<file path="src/common/tmb_consts.svh">
// constants of the sixteen-bit timer: register indexes, bit positions, reset values
// assumes inclusion by the design and bench files, by bare name
`ifndef TMB_CONSTS_SVH
`define TMB_CONSTS_SVH
// ****************************************
// register indexes, byte address = 4 * index
// ****************************************
`define TMB_IDX_IRQ_CTRL 8'h0B
`define TMB_IDX_FLAG     8'h0C
`define TMB_IDX_CNT_LO   8'h0E
`define TMB_IDX_CNT_HI   8'h0F
`define TMB_IDX_TCTRL    8'h10
`define TMB_IDX_CMP_LO   8'h15
`define TMB_IDX_CMP_HI   8'h16
`define TMB_IDX_CCU_CTRL 8'h17
`define TMB_IDX_ENABLE   8'h8C
`define TMB_IDX_GATE     8'h8F
// ****************************************
// field positions
// ****************************************
`define TMB_BIT_TIMER_ON 0
`define TMB_BIT_SYNC     2
`define TMB_POS_CLKSRC   6
`define TMB_BIT_GATE_EN  7
`define TMB_BIT_OVF      0
`define TMB_BIT_CCU      2
`define TMB_BIT_OVF_IE   0
`define TMB_BIT_PERIPHERAL_IRQ_ENABLE     6
`define TMB_BIT_GIE      7
// ****************************************
// values
// ****************************************
`define TMB_RST_BYTE     8'h00
`define TMB_FLAG_MASK    8'h05
`define TMB_CNT_MAX      16'hFFFF
`define TMB_CNT_ZERO     16'h0000
`define TMB_CNT_ONE      16'h0001
`define TMB_ISR_VECTOR   16'h0004
`define TMB_INSTR_DIV    2'h3
`endif

</file>
<file path="src/common/tmb_pkg.sv">
// types of the sixteen-bit timer
// assumes tmb_consts.svh on the include path
package tmb_pkg;
  typedef enum logic [1:0] {
    TMB_SRC_INSTR = 2'h0,
    TMB_SRC_SYS   = 2'h1,
    TMB_SRC_PIN   = 2'h2,
    TMB_SRC_RSVD  = 2'h3
  } tmb_src_type;
  typedef enum logic [3:0] {
    TMB_CCU_OFF     = 4'h0,
    TMB_CCU_CAPTURE = 4'h4,
    TMB_CCU_COMPARE = 4'h8,
    TMB_CCU_SPECIAL = 4'hB
  } tmb_ccu_type;
  typedef enum logic [1:0] {
    TMB_ST_AWAKE  = 2'b00,
    TMB_ST_ASLEEP = 2'b01,
    TMB_ST_WAKE   = 2'b11
  } tmb_state_type;
endpackage

</file>
<file path="src/rtl/tmb_tick.sv">
// clock source selection of the timer: one-cycle tick per counting edge
// assumes the pin is synchronous to clk_in
`timescale 1ns/1ps
`include "tmb_consts.svh"
module tmb_tick (
  input  wire logic              clk_in,
  input  wire logic              resetn_in,
  input  wire tmb_pkg::tmb_src_type src_in,
  input  wire logic              pin_in,
  output logic                   tick_out
);
  import tmb_pkg::*;
  logic [1:0] div_r;
  logic [1:0] div_nxt;
  logic       pin_r;
  logic       pin_nxt;
  // ****************************************
  // divider and edge detect
  // ****************************************
  always_comb begin
    div_nxt = 2'(div_r + 2'h1);
    pin_nxt = pin_in;
    case (src_in)
      TMB_SRC_INSTR: tick_out = (div_r == `TMB_INSTR_DIV);
      TMB_SRC_SYS:   tick_out = 1'b1;
      TMB_SRC_PIN:   tick_out = pin_in & ~pin_r;
      default:       tick_out = 1'b0;
    endcase
  end
  always_ff @(posedge clk_in or negedge resetn_in) begin
    if (!resetn_in) begin
      div_r <= 2'h0;
      pin_r <= 1'b0;
    end else begin
      div_r <= div_nxt;
      pin_r <= pin_nxt;
    end
  end
endmodule

</file>
<file path="src/rtl/tmb_timer.sv">
// sixteen-bit timer with capture/compare time base, classic wishbone slave
// assumes synchronous inputs, sleep level from the core, byte lane 0 carries data
//
// Chosen here: the Wishbone slave port.
`timescale 1ns/1ps
`include "tmb_consts.svh"
// Summary of operation
// - count climbs to maximum, then wraps zero
// - wrap sets the overflow flag
// - interrupt needs on, enable, peripheral, global
// - sleep counting only in asynchronous counter mode
// - overflow in sleep wakes the core if enable and peripheral are set
// - wake with global enable vectors to 0004h
// - count is the capture/compare time base
// - capture event copies count into compare pair
// - compare match raises an event
// - match may be a special event trigger
// - special trigger clears count, no overflow flag
// - count write beats special trigger clear
module tmb_timer #(
  parameter int AW = 10
) (
  input  wire logic          CLK_IN,
  input  wire logic          RESETN_IN,
  input  wire logic          CYC_IN,
  input  wire logic          STB_IN,
  input  wire logic          WE_IN,
  input  wire logic [AW-1:0] ADR_IN,
  input  wire logic [3:0]    SEL_IN,
  input  wire logic [31:0]   DAT_IN,
  output logic      [31:0]   DAT_OUT,
  output logic               ACK_OUT,
  input  wire logic          SLEEP_IN,
  input  wire logic          TIMER_PIN_IN,
  input  wire logic          GATE_PIN_IN,
  input  wire logic          CCU_PIN_IN,
  output logic      [15:0]   COUNT_OUT,
  output logic               COMPARE_EVENT_OUT,
  output logic               IRQ_OUT,
  output logic               WAKE_OUT,
  output logic               VECTOR_REQ_OUT,
  output logic      [15:0]   ISR_VECTOR_OUT
);
  import tmb_pkg::*;
  logic [15:0]   cnt_r, cnt_nxt;
  logic [15:0]   cmp_r, cmp_nxt;
  logic [7:0]    tctrl_r, tctrl_nxt;
  logic [7:0]    gate_r, gate_nxt;
  tmb_ccu_type   ccu_r, ccu_nxt;
  logic [7:0]    flag_r, flag_nxt;
  logic [7:0]    enable_r, enable_nxt;
  logic [7:0]    irqc_r, irqc_nxt;
  logic          ack_r, ack_nxt;
  logic [31:0]   dat_r, dat_nxt;
  tmb_state_type st_r, st_nxt;
  logic          match_r, match_nxt;
  logic          ccpin_r, ccpin_nxt;
  logic          cmpev_r, cmpev_nxt;
  logic          irq_r, irq_nxt;
  logic          vec_r, vec_nxt;
  logic          tick;
  logic          wr_any, rd_req;
  logic [7:0]    idx;
  logic          wr_lo, wr_hi, cnt_wr, flag_wr;
  logic          timer_on, async_mode, gate_ok, adv, ovf;
  logic          cap_mode, cmp_mode, spec, match_now, cmp_evt, cap_evt;
  logic          wake_ok, global_irq_enable;
  tmb_src_type   src;
  // ****************************************
  // helpers
  // ****************************************
  function automatic logic wr_hit(input logic en, input logic [7:0] a,
                                  input logic [7:0] t);
    wr_hit = en && (a == t);
  endfunction
  function automatic logic [7:0] rd_byte(input logic [7:0] a);
    case (a)
      `TMB_IDX_IRQ_CTRL: rd_byte = irqc_r;
      `TMB_IDX_FLAG:     rd_byte = flag_r;
      `TMB_IDX_CNT_LO:   rd_byte = cnt_r[7:0];
      `TMB_IDX_CNT_HI:   rd_byte = cnt_r[15:8];
      `TMB_IDX_TCTRL:    rd_byte = tctrl_r;
      `TMB_IDX_CMP_LO:   rd_byte = cmp_r[7:0];
      `TMB_IDX_CMP_HI:   rd_byte = cmp_r[15:8];
      `TMB_IDX_CCU_CTRL: rd_byte = {4'h0, ccu_r};
      `TMB_IDX_ENABLE:   rd_byte = enable_r;
      `TMB_IDX_GATE:     rd_byte = gate_r;
      default:           rd_byte = `TMB_RST_BYTE;
    endcase
  endfunction
  // ****************************************
  // clock source
  // ****************************************
  tmb_tick u_tick (
    .clk_in    (CLK_IN),
    .resetn_in (RESETN_IN),
    .src_in    (src),
    .pin_in    (TIMER_PIN_IN),
    .tick_out  (tick)
  );
  // ****************************************
  // next state
  // ****************************************
  always_comb begin
    src        = tmb_src_type'(tctrl_r[`TMB_POS_CLKSRC +: 2]);
    idx        = ADR_IN[9:2];
    wr_any     = CYC_IN & STB_IN & WE_IN & SEL_IN[0] & ack_r;
    rd_req     = CYC_IN & STB_IN & ~WE_IN & ~ack_r;
    wr_lo      = wr_hit(wr_any, idx, `TMB_IDX_CNT_LO);
    wr_hi      = wr_hit(wr_any, idx, `TMB_IDX_CNT_HI);
    cnt_wr     = wr_lo | wr_hi;
    flag_wr    = wr_hit(wr_any, idx, `TMB_IDX_FLAG);
    timer_on   = tctrl_r[`TMB_BIT_TIMER_ON];
    global_irq_enable        = irqc_r[`TMB_BIT_GIE];
    async_mode = tctrl_r[`TMB_BIT_SYNC] && (src == TMB_SRC_PIN);
    gate_ok    = ~gate_r[`TMB_BIT_GATE_EN] | GATE_PIN_IN;
    adv        = tick & timer_on & gate_ok & (~SLEEP_IN | async_mode);
    cap_mode   = (ccu_r == TMB_CCU_CAPTURE);
    cmp_mode   = (ccu_r == TMB_CCU_COMPARE) || (ccu_r == TMB_CCU_SPECIAL);
    spec       = (ccu_r == TMB_CCU_SPECIAL);
    match_now  = cmp_mode && (cnt_r == cmp_r);
    cmp_evt    = match_now & ~match_r;
    cap_evt    = cap_mode & CCU_PIN_IN & ~ccpin_r;
    ovf        = adv && (cnt_r == `TMB_CNT_MAX) && !cnt_wr && !(cmp_evt && spec);
    wake_ok    = timer_on & enable_r[`TMB_BIT_OVF_IE] & irqc_r[`TMB_BIT_PERIPHERAL_IRQ_ENABLE];
    // count: write first, then special clear, then increment
    cnt_nxt = cnt_r;
    if (cnt_wr) begin
      if (wr_lo) begin
        cnt_nxt[7:0] = DAT_IN[7:0];
      end
      if (wr_hi) begin
        cnt_nxt[15:8] = DAT_IN[7:0];
      end
    end else if (cmp_evt && spec) begin
      cnt_nxt = `TMB_CNT_ZERO;
    end else if (adv) begin
      cnt_nxt = 16'(cnt_r + `TMB_CNT_ONE);
    end
    // compare pair: write first, then capture
    cmp_nxt = cmp_r;
    if (wr_hit(wr_any, idx, `TMB_IDX_CMP_LO)) begin
      cmp_nxt[7:0] = DAT_IN[7:0];
    end else if (wr_hit(wr_any, idx, `TMB_IDX_CMP_HI)) begin
      cmp_nxt[15:8] = DAT_IN[7:0];
    end else if (cap_evt) begin
      cmp_nxt = cnt_r;
    end
    tctrl_nxt  = wr_hit(wr_any, idx, `TMB_IDX_TCTRL) ? DAT_IN[7:0] : tctrl_r;
    gate_nxt   = wr_hit(wr_any, idx, `TMB_IDX_GATE) ? DAT_IN[7:0] : gate_r;
    enable_nxt = wr_hit(wr_any, idx, `TMB_IDX_ENABLE) ? DAT_IN[7:0] : enable_r;
    irqc_nxt   = wr_hit(wr_any, idx, `TMB_IDX_IRQ_CTRL) ? DAT_IN[7:0] : irqc_r;
    ccu_nxt    = ccu_r;
    if (wr_hit(wr_any, idx, `TMB_IDX_CCU_CTRL)) begin
      ccu_nxt = tmb_ccu_type'(DAT_IN[3:0]);
    end
    // flags: software write, hardware set wins
    flag_nxt = flag_wr ? (DAT_IN[7:0] & `TMB_FLAG_MASK) : flag_r;
    if (ovf) begin
      flag_nxt[`TMB_BIT_OVF] = 1'b1;
    end
    if (cap_evt || cmp_evt) begin
      flag_nxt[`TMB_BIT_CCU] = 1'b1;
    end
    irq_nxt   = timer_on & enable_r[`TMB_BIT_OVF_IE] & irqc_r[`TMB_BIT_PERIPHERAL_IRQ_ENABLE]
              & global_irq_enable & flag_r[`TMB_BIT_OVF];
    match_nxt = match_now;
    ccpin_nxt = CCU_PIN_IN;
    cmpev_nxt = cmp_evt;
    ack_nxt   = CYC_IN & STB_IN & ~ack_r;
    dat_nxt   = rd_req ? {24'h0, rd_byte(idx)} : dat_r;
    // sleep and wake
    st_nxt  = st_r;
    vec_nxt = 1'b0;
    case (st_r)
      TMB_ST_AWAKE: begin
        if (SLEEP_IN) begin
          st_nxt = TMB_ST_ASLEEP;
        end
      end
      TMB_ST_ASLEEP: begin
        if (ovf && wake_ok) begin
          st_nxt  = TMB_ST_WAKE;
          vec_nxt = global_irq_enable;
        end else if (!SLEEP_IN) begin
          st_nxt = TMB_ST_AWAKE;
        end
      end
      TMB_ST_WAKE: begin
        st_nxt = TMB_ST_AWAKE;
      end
      default: begin
        st_nxt = TMB_ST_AWAKE;
      end
    endcase
  end
  // ****************************************
  // registers
  // ****************************************
  always_ff @(posedge CLK_IN or negedge RESETN_IN) begin
    if (!RESETN_IN) begin
      cnt_r    <= `TMB_CNT_ZERO;
      cmp_r    <= `TMB_CNT_ZERO;
      tctrl_r  <= `TMB_RST_BYTE;
      gate_r   <= `TMB_RST_BYTE;
      ccu_r    <= TMB_CCU_OFF;
      flag_r   <= `TMB_RST_BYTE;
      enable_r <= `TMB_RST_BYTE;
      irqc_r   <= `TMB_RST_BYTE;
      ack_r    <= 1'b0;
      dat_r    <= 32'h0000_0000;
      st_r     <= TMB_ST_AWAKE;
      match_r  <= 1'b0;
      ccpin_r  <= 1'b0;
      cmpev_r  <= 1'b0;
      irq_r    <= 1'b0;
      vec_r    <= 1'b0;
    end else begin
      cnt_r    <= cnt_nxt;
      cmp_r    <= cmp_nxt;
      tctrl_r  <= tctrl_nxt;
      gate_r   <= gate_nxt;
      ccu_r    <= ccu_nxt;
      flag_r   <= flag_nxt;
      enable_r <= enable_nxt;
      irqc_r   <= irqc_nxt;
      ack_r    <= ack_nxt;
      dat_r    <= dat_nxt;
      st_r     <= st_nxt;
      match_r  <= match_nxt;
      ccpin_r  <= ccpin_nxt;
      cmpev_r  <= cmpev_nxt;
      irq_r    <= irq_nxt;
      vec_r    <= vec_nxt;
    end
  end
  // ****************************************
  // outputs
  // ****************************************
  assign DAT_OUT           = dat_r;
  assign ACK_OUT           = ack_r;
  assign COUNT_OUT         = cnt_r;
  assign COMPARE_EVENT_OUT = cmpev_r;
  assign IRQ_OUT           = irq_r;
  assign WAKE_OUT          = (st_r == TMB_ST_WAKE);
  assign VECTOR_REQ_OUT    = vec_r;
  assign ISR_VECTOR_OUT    = `TMB_ISR_VECTOR;
endmodule

</file>
<file path="config.mk">
export PLATFORM = sky130hd
export DESIGN_NAME = tmb_timer
export DESIGN_NICKNAME = d
export VERILOG_FILES = /design/src/common/tmb_pkg.sv /design/src/rtl/tmb_tick.sv /design/src/rtl/tmb_timer.sv
export VERILOG_INCLUDE_DIRS = /design/src /design/src/common
export SDC_FILE = /design/constraint.sdc
export NUM_CORES = 1
export LEC_CHECK = 0
export ABC_AREA = 1
export BUFFER_PORTS_ARGS = -buffer_cell sky130_fd_sc_hd__clkbuf_2
export CAP_MARGIN = 20
export CORE_MARGIN = 2
export CORE_UTILIZATION = 55
export DETAILED_ROUTE_END_ITERATION = 7
export GPL_TIMING_DRIVEN = 1
export PLACE_DENSITY = 0.92
export SYNTH_ARGS = -nofsm -noshare
export SYNTH_HDL_FRONTEND = slang
export SYNTH_SLANG_ARGS = --single-unit
</file>
<file path="constraint.sdc">
create_clock -name CLK_IN -period 4.9 [get_ports CLK_IN]
set_clock_uncertainty 0.15 [all_clocks]
set_input_delay 0.245 -clock CLK_IN [delete_from_list [all_inputs] [get_ports CLK_IN]]
set_output_delay 0.245 -clock CLK_IN [all_outputs]
set_load 0.02 [all_outputs]
</file>
# Yosys cells after proc, flatten, opt, wreduce, memory -nomap -nowiden
# Index checks and enable logic that the tools add are counted.
[totals]
wordCells = 130
out_inout_bits = 69
register_bits = 89
in_bits = 55
[classes]
n_addsub = 2
n_bitwise = 29
reduce_logical = 33
eq_ne = 25
muxes = 20
[op_table]
columns = ["cell", "n"]
rows = [
  ["case mux 8 bit (10 select lines)", 1],
  ["two-way mux 16 bit", 4],
  ["two-way mux 8 bit", 5],
  ["equality test 8 x 4 -> 1 bit, second input constant", 4],
  ["equality test 8 x 5 -> 1 bit, second input constant", 4],
  ["bitwise AND 1 bit", 18],
  ["logical AND 1 bit", 17],
  ["adder 16 x 1 -> 16 bit, second input constant", 1],
  ["equality test 16 bit", 1],
  ["equality test 16 bit, second input constant", 1],
  ["equality test 8 bit, second input constant", 2],
  ["AND reduction 2 bit", 5],
  ["equality test 4 bit, second input constant", 2],
  ["inequality test 2 bit, second input constant", 4],
  ["inverter 1 bit", 8],
  ["nonzero test 2 bit", 4],
  ["equality test 2 bit, second input constant", 3],
  ["two-way mux 2 bit", 3],
  ["equality test 2 x 1 -> 1 bit, second input constant", 2],
  ["equality test 4 x 3 -> 1 bit, second input constant", 1],
  ["zero test 2 bit", 2],
  ["two-way mux 1 bit", 4],
  ["case mux 2 bit (2 select lines)", 1],
  ["two-way mux 3 bit", 1],
  ["other kinds (7)", 11],
]

# Depth between registers and ports, before layout
[depth]
ltp_word = 12
mapped_depth = 13
depth_no_buf = 12

# By module
# A second synthesis with hierarchy kept.
[hier_totals]
hier_cells = 733
hier_area_um2 = 5342.6
[by_module_without_submodules]
columns = ["module", "instances", "cells_per_inst", "area_each_um2", "seq_area_each_um2"]
rows = [
  ["tmb_timer", 1, 721, 5223.8, 2152.1],
  ["tmb_tick", 1, 12, 118.9, 75.1],
]

# Least setup slack after synthesis
# Ideal clock, no wire load.
[synth_path]
path_type = "register -> register"
startpoint = "register cnt_r[0] (netlist: COUNT_OUT[0])"
endpoint = "register vec_r (netlist: VECTOR_REQ_OUT)"
n_path_buf = 0
arrival_time_ns = 1.722
setup_slack_ns = 2.956
stages_incl_launch_ff = 10
t_required_ns = 4.678
setup_ns = 0.072
period_less_slack_ns = 1.944
path_cell_list = "dfrtp_1 -> ha_1 -> nand2_1 -> nor2_1 -> nand2_1 -> nor2_4 -> nand3_2 -> nor3_2 -> nand3_1 -> nor2_1"
[synth_between]
elab_chain_len = 9
elab_cells_between_ends = 12
cone_classes = "2 x eq/ne; 2 x mux; 1 x bitwise; 7 x reduce/logical"
[synth_lines]
columns = ["element", "line_no", "text"]
rows = [
  ["start: declaration", "tmb_timer.sv:45", "logic [15:0] cnt_r, cnt_nxt;"],
  ["start signal: assignment", "tmb_timer.sv:202", "cnt_r <= `TMB_CNT_ZERO;"],
  ["start signal: assignment", "tmb_timer.sv:219", "cnt_r <= cnt_nxt;"],
  ["equality test 16 bit", "tmb_timer.sv:121", "match_now = cmp_mode && (cnt_r == cmp_r);"],
  ["logical AND 1 bit", "tmb_timer.sv:121", ""],
  ["bitwise AND 1 bit", "tmb_timer.sv:122", "cmp_evt = match_now & ~match_r;"],
  ["logical AND 1 bit", "tmb_timer.sv:124", "ovf = adv && (cnt_r == `TMB_CNT_MAX) && !cnt_wr && !(cmp_evt && spec);"],
  ["zero test 1 bit", "tmb_timer.sv:124", ""],
  ["logical AND 1 bit (*)", "tmb_timer.sv:124", ""],
  ["logical AND 1 bit (*)", "tmb_timer.sv:182", "if (ovf && wake_ok) begin"],
  ["two-way mux 1 bit (*)", "tmb_timer.sv:182", ""],
  ["two-way mux 1 bit (*)", "tmb_timer.sv:175", "case (st_r)"],
  ["net vec_nxt", "tmb_timer.sv:60", "logic vec_r, vec_nxt;"],
  ["end signal: assignment", "tmb_timer.sv:234", "vec_r <= vec_nxt;"],
  ["end: declaration", "tmb_timer.sv:60", ""],
]
# Mark *: on every way through the listed nets, which the timed path passes. The rest lies on a longest branch.
# A chain may end at the register's enable or synchronous reset.

# Worst setup path in the final report
[layout_path]
startpoint = "register ack_r (netlist: ACK_OUT)"
endpoint = "register cnt_r[13] (netlist: COUNT_OUT[13])"
[layout_between]
elab_chain_len = 5
elab_cells_between_ends = 8
cone_classes = "1 x eq/ne; 1 x mux; 2 x bitwise; 4 x reduce/logical"
[layout_lines]
columns = ["element", "line_no", "text"]
rows = [
  ["start: declaration", "tmb_timer.sv:53", "logic ack_r, ack_nxt;"],
  ["start signal: assignment", "tmb_timer.sv:227", "ack_r <= ack_nxt;"],
  ["bitwise AND 1 bit (*)", "tmb_timer.sv:107", "wr_any = CYC_IN & STB_IN & WE_IN & SEL_IN[0] & ack_r;"],
  ["logical AND 1 bit", "tmb_timer.sv:74", "wr_hit = en && (a == t);"],
  ["bitwise OR 1 bit", "tmb_timer.sv:111", "cnt_wr = wr_lo | wr_hi;"],
  ["inequality test 2 bit (no source line) or nonzero test 3 bit (tied branches)", "n/a", ""],
  ["AND reduction 2 bit (no source line)", "n/a", ""],
]
# Every way passes the cells marked *; elsewhere a longest branch is shown, timed or not.

==> run_results.csv <==
group,metric,value,unit
outcome,status,"finished, final reports clean",
clocking,cts.htree.levels,3,
placed_design,pre_cts_ws,2.62,ns
placed_design,portBuffers,54,
floorplanning,start_util,0.562,
placed_design,dp_hpwl,10.6,mm
worst_setup_path,cp_common_cell,"nand2_1",
global_routing,grt_max_degree,72,
routing,drt_pass1_iterations,6,
global_routing,antenna_found_initial,0,
global_routing,grt_pass1_wl,22.9,mm
cells_and_area,postLayoutCoreUtil,0.608,
floorplanning,coreArea,9680,µm²
clocking,post_cts_buffers,0,
global_routing,first_global_vias,4607,
clocking,clkLatencyLatePin,0.38,ns
worst_setup_path,max_stage_delay,0.52,ns
timing,finalSetupViolCount,0,
global_routing,overflow,0,
timing,fin_crit_sh,0.460,
worst_setup_path,criticalPathCategory,"flip-flop to flip-flop",
cells_and_area,drive_above_1_share,0.141,
clocking,cts_buffers,9,
clocking,hold_buffers,4,
yosys,synth-edff-count,0,
worst_setup_path,path_cells,"nand3_2, nor2_8, inv_4, nor3_4, inv_1, nand2_1, a21oi_1, nand2_1, nand2_1, nand2_1, nand2_1",
floorplanning,die-area,10700,µm²
routing,drc,0,
placed_design,gp_congestion,1.01,
worst_setup_path,crit_path_top_delay_cell,"nor3_4",
timing,hold_violations,0,
power_and_ir_drop,peakVddDrop,0.163,mV
routing,drt_iter0_markers,492,
global_routing,grt_usage,0.280,
floorplanning,rows,36,
cells_and_area,finalNetCount,849,
min_path,worst_hold_path_type,"input pin to flip-flop",
timing,tightest_slew,1.03,ns
worst_setup_path,critPathCaptureType,"flip-flop",
worst_setup_path,path_buf_inv,2,
timing,fmax,0.444,GHz
clocking,clockBufferDepth,2,
power_and_ir_drop,p_leak,3.06,nW
routing,num_vias,5007,
yosys,synth_flop_cell,"dfrtp_1",
timing,rsz0062_at_grt,"false",
yosys,synth_area,5440,µm²
yosys,synthTopCellsByArea,"dfrtp_1, nand2_1, buf_4",
worst_setup_path,worstPathMaxFanout,13,
worst_setup_path,crit_required,5.03,ns
timing,setup_slack,2.65,ns
routing,routed_wl,14.0,mm
placed_design,placed_cell_area,5660,µm²
yosys,async_flop_share,1.00,
yosys,netlist_instances,735,
clocking,clockRootBuffer,"clkbuf_8",
yosys,yosysTopAreaCell,"dfrtp_1",
timing,drv_slew,0,
clocking,clkSlewWorstSetupHoldPaths,0.11,ns
routing,routed_via_density,5.38,
cells_and_area,num_antenna_cells,0,
yosys,yosysUniqueCellTypes,44,
clocking,post_cts_resized,0,
run,max-cap-violations,0,
yosys,synth_top_area_share,0.409,
floorplanning,io_pins,124,
clocking,tritoncts,"built",
timing,maxSlewHeadroom,0.305,
yosys,synth-seq-cells,89,
power_and_ir_drop,p_per_area,229,nW/µm²
worst_setup_path,path_delay_family,"simple AND/OR/NAND/NOR gates",
routing,antenna_left,0,
yosys,syn_avg_cell_area,7.41,µm²
worst_setup_path,crit_path_start_kind,"flip-flop",
timing,final.setup.tns,0,ns
cells_and_area,final_cell_area,5890,µm²
yosys,ys_warn_count,0,
timing,period_needed,2.25,ns
cells_and_area,area_growth,8.23,%
floorplanning,die_width,103,µm
yosys,yosysSeqAreaShare,0.409,
floorplanning,dieHeight,103,µm
clocking,clock_sinks,89,
routing,wl_per_cell,15.1,µm
worst_setup_path,crit_arrival,2.39,ns
==> state kept, by name, indices dropped and copies added (netlist names), 2 cells and up <==
register / cells
cmp_r: 16
enable_r: 8
COUNT_OUT: 16
st_r: 2
ccu_r: 4
flag_r: 2
DAT_OUT: 8
irqc_r: 8
gate_r: 8
u_tick.div_r: 2
tctrl_r: 8
==> through the flow <==
step	std cells	hold slack (ns)	power, mW
4_1_cts	930	0.0309	1.35
2_1_floorplan	773	-0.201	0.832
3_5_place_dp	910	-0.0179	0.851
6_report	930	0.0384	1.35
3_3_place_gp	910	-0.0207	0.850
5_1_grt	930	0.0265	1.39
==> area by class of cell <==
cell class,count,area (µm²)
fill,853,3790
multi-input combinational,558,2700
sequential,89,2230
timing repair buffer,59,320
inverter,75,284
tap,133,166
clock buffer,9,124
clock inverter,7,68.8
==> routing by layer <==
metal,share of wire,track usage,vias up
met2,0.46,0.439,287
met5,0,0,-
met1,0.41,0.377,2288
met3,0.095,0.0565,49
met4,0.034,0.122,0
li1,-,-,2383
==> cell usage after synthesis, drive strengths merged, types with 4 or more instances <==
library cell and number:
xor2 4, o211ai 7, nor3 15, xnor2 10
o22ai 11, buf 48, a211oi 5, nor2 66
nand3 32, nand2 271, o21ai 63, a21oi 10
inv 75, dfrtp 89, nand4 4
==> report_power, final <==
group / switching, mW / internal (mW)
combinational: 0.0786 / 0.0185
sequential: 0.00391 / 0.739
clock: 0.309 / 0.199
total: 0.391 / 0.957
==> path summary, 6_finish.rpt <==
| path | end | start | slack [ns] | cells after the start |
|---|---|---|---|---|
| max | COUNT_OUT[13] | ACK_OUT | 2.65 | 11 |
| min | cmp_r[5] | DAT_IN[5] | 0.04 | 3 |
| min reg2reg | u_tick.div_r[0] | u_tick.div_r[0] | 0.29 | 1 |
| min in group asynchronous | COUNT_OUT[7] | RESETN_IN | 0.12 | 2 |
| max reg2reg | COUNT_OUT[13] | ACK_OUT | 2.65 | 11 |
| max in group asynchronous | gate_r[0] | RESETN_IN | 3.30 | 3 |
==> tightest hold or removal path, cell delays in order <==
cell,delay [ns]
clkbuf_2,0.16
nand2_1,0.07
o221ai_1,0.06
==> placed cells by master, fill, tap and decap left out, types with 4 or more instances in the layout <==
cell           netlist  final
a211oi_1             5      5
a21oi_1              7      7
clkbuf_2             0     53
clkbuf_8             0      9
conb_1               2     40
dfrtp_1             89     89
dlygate4sd3_1        0      4
inv_1               68     68
inv_2                6      6
inv_8                0      4
nand2_1            264    264
nand2_2              6      6
nand3_1             26     26
nand4_1              4      4
nor2_1              55     55
nor2_2               6      6
nor2_4               4      4
nor3_1              12     12
o211ai_1             7      7
o21ai_0             62     62
o22ai_1             11     11
xnor2_1              9      9
xor2_1               4      4
==> cells by family (layout without fill, tap and decap cells) <==
family                   count (synthesis)  in the layout  share of synthesized area
AND/OR/NAND/NOR                        395            395                      0.318
buffers and inverters                  126            150                      0.121
AO/OA/AOI/OAI                          107            107                      0.122
flip-flops                              89             89                      0.409
XOR/XNOR                                14             14                     0.0239
adder cells (fa/ha/maj)                  2              2                    0.00460
other                                    2             40                    0.00138
Power figures use the tool's default switching activity.
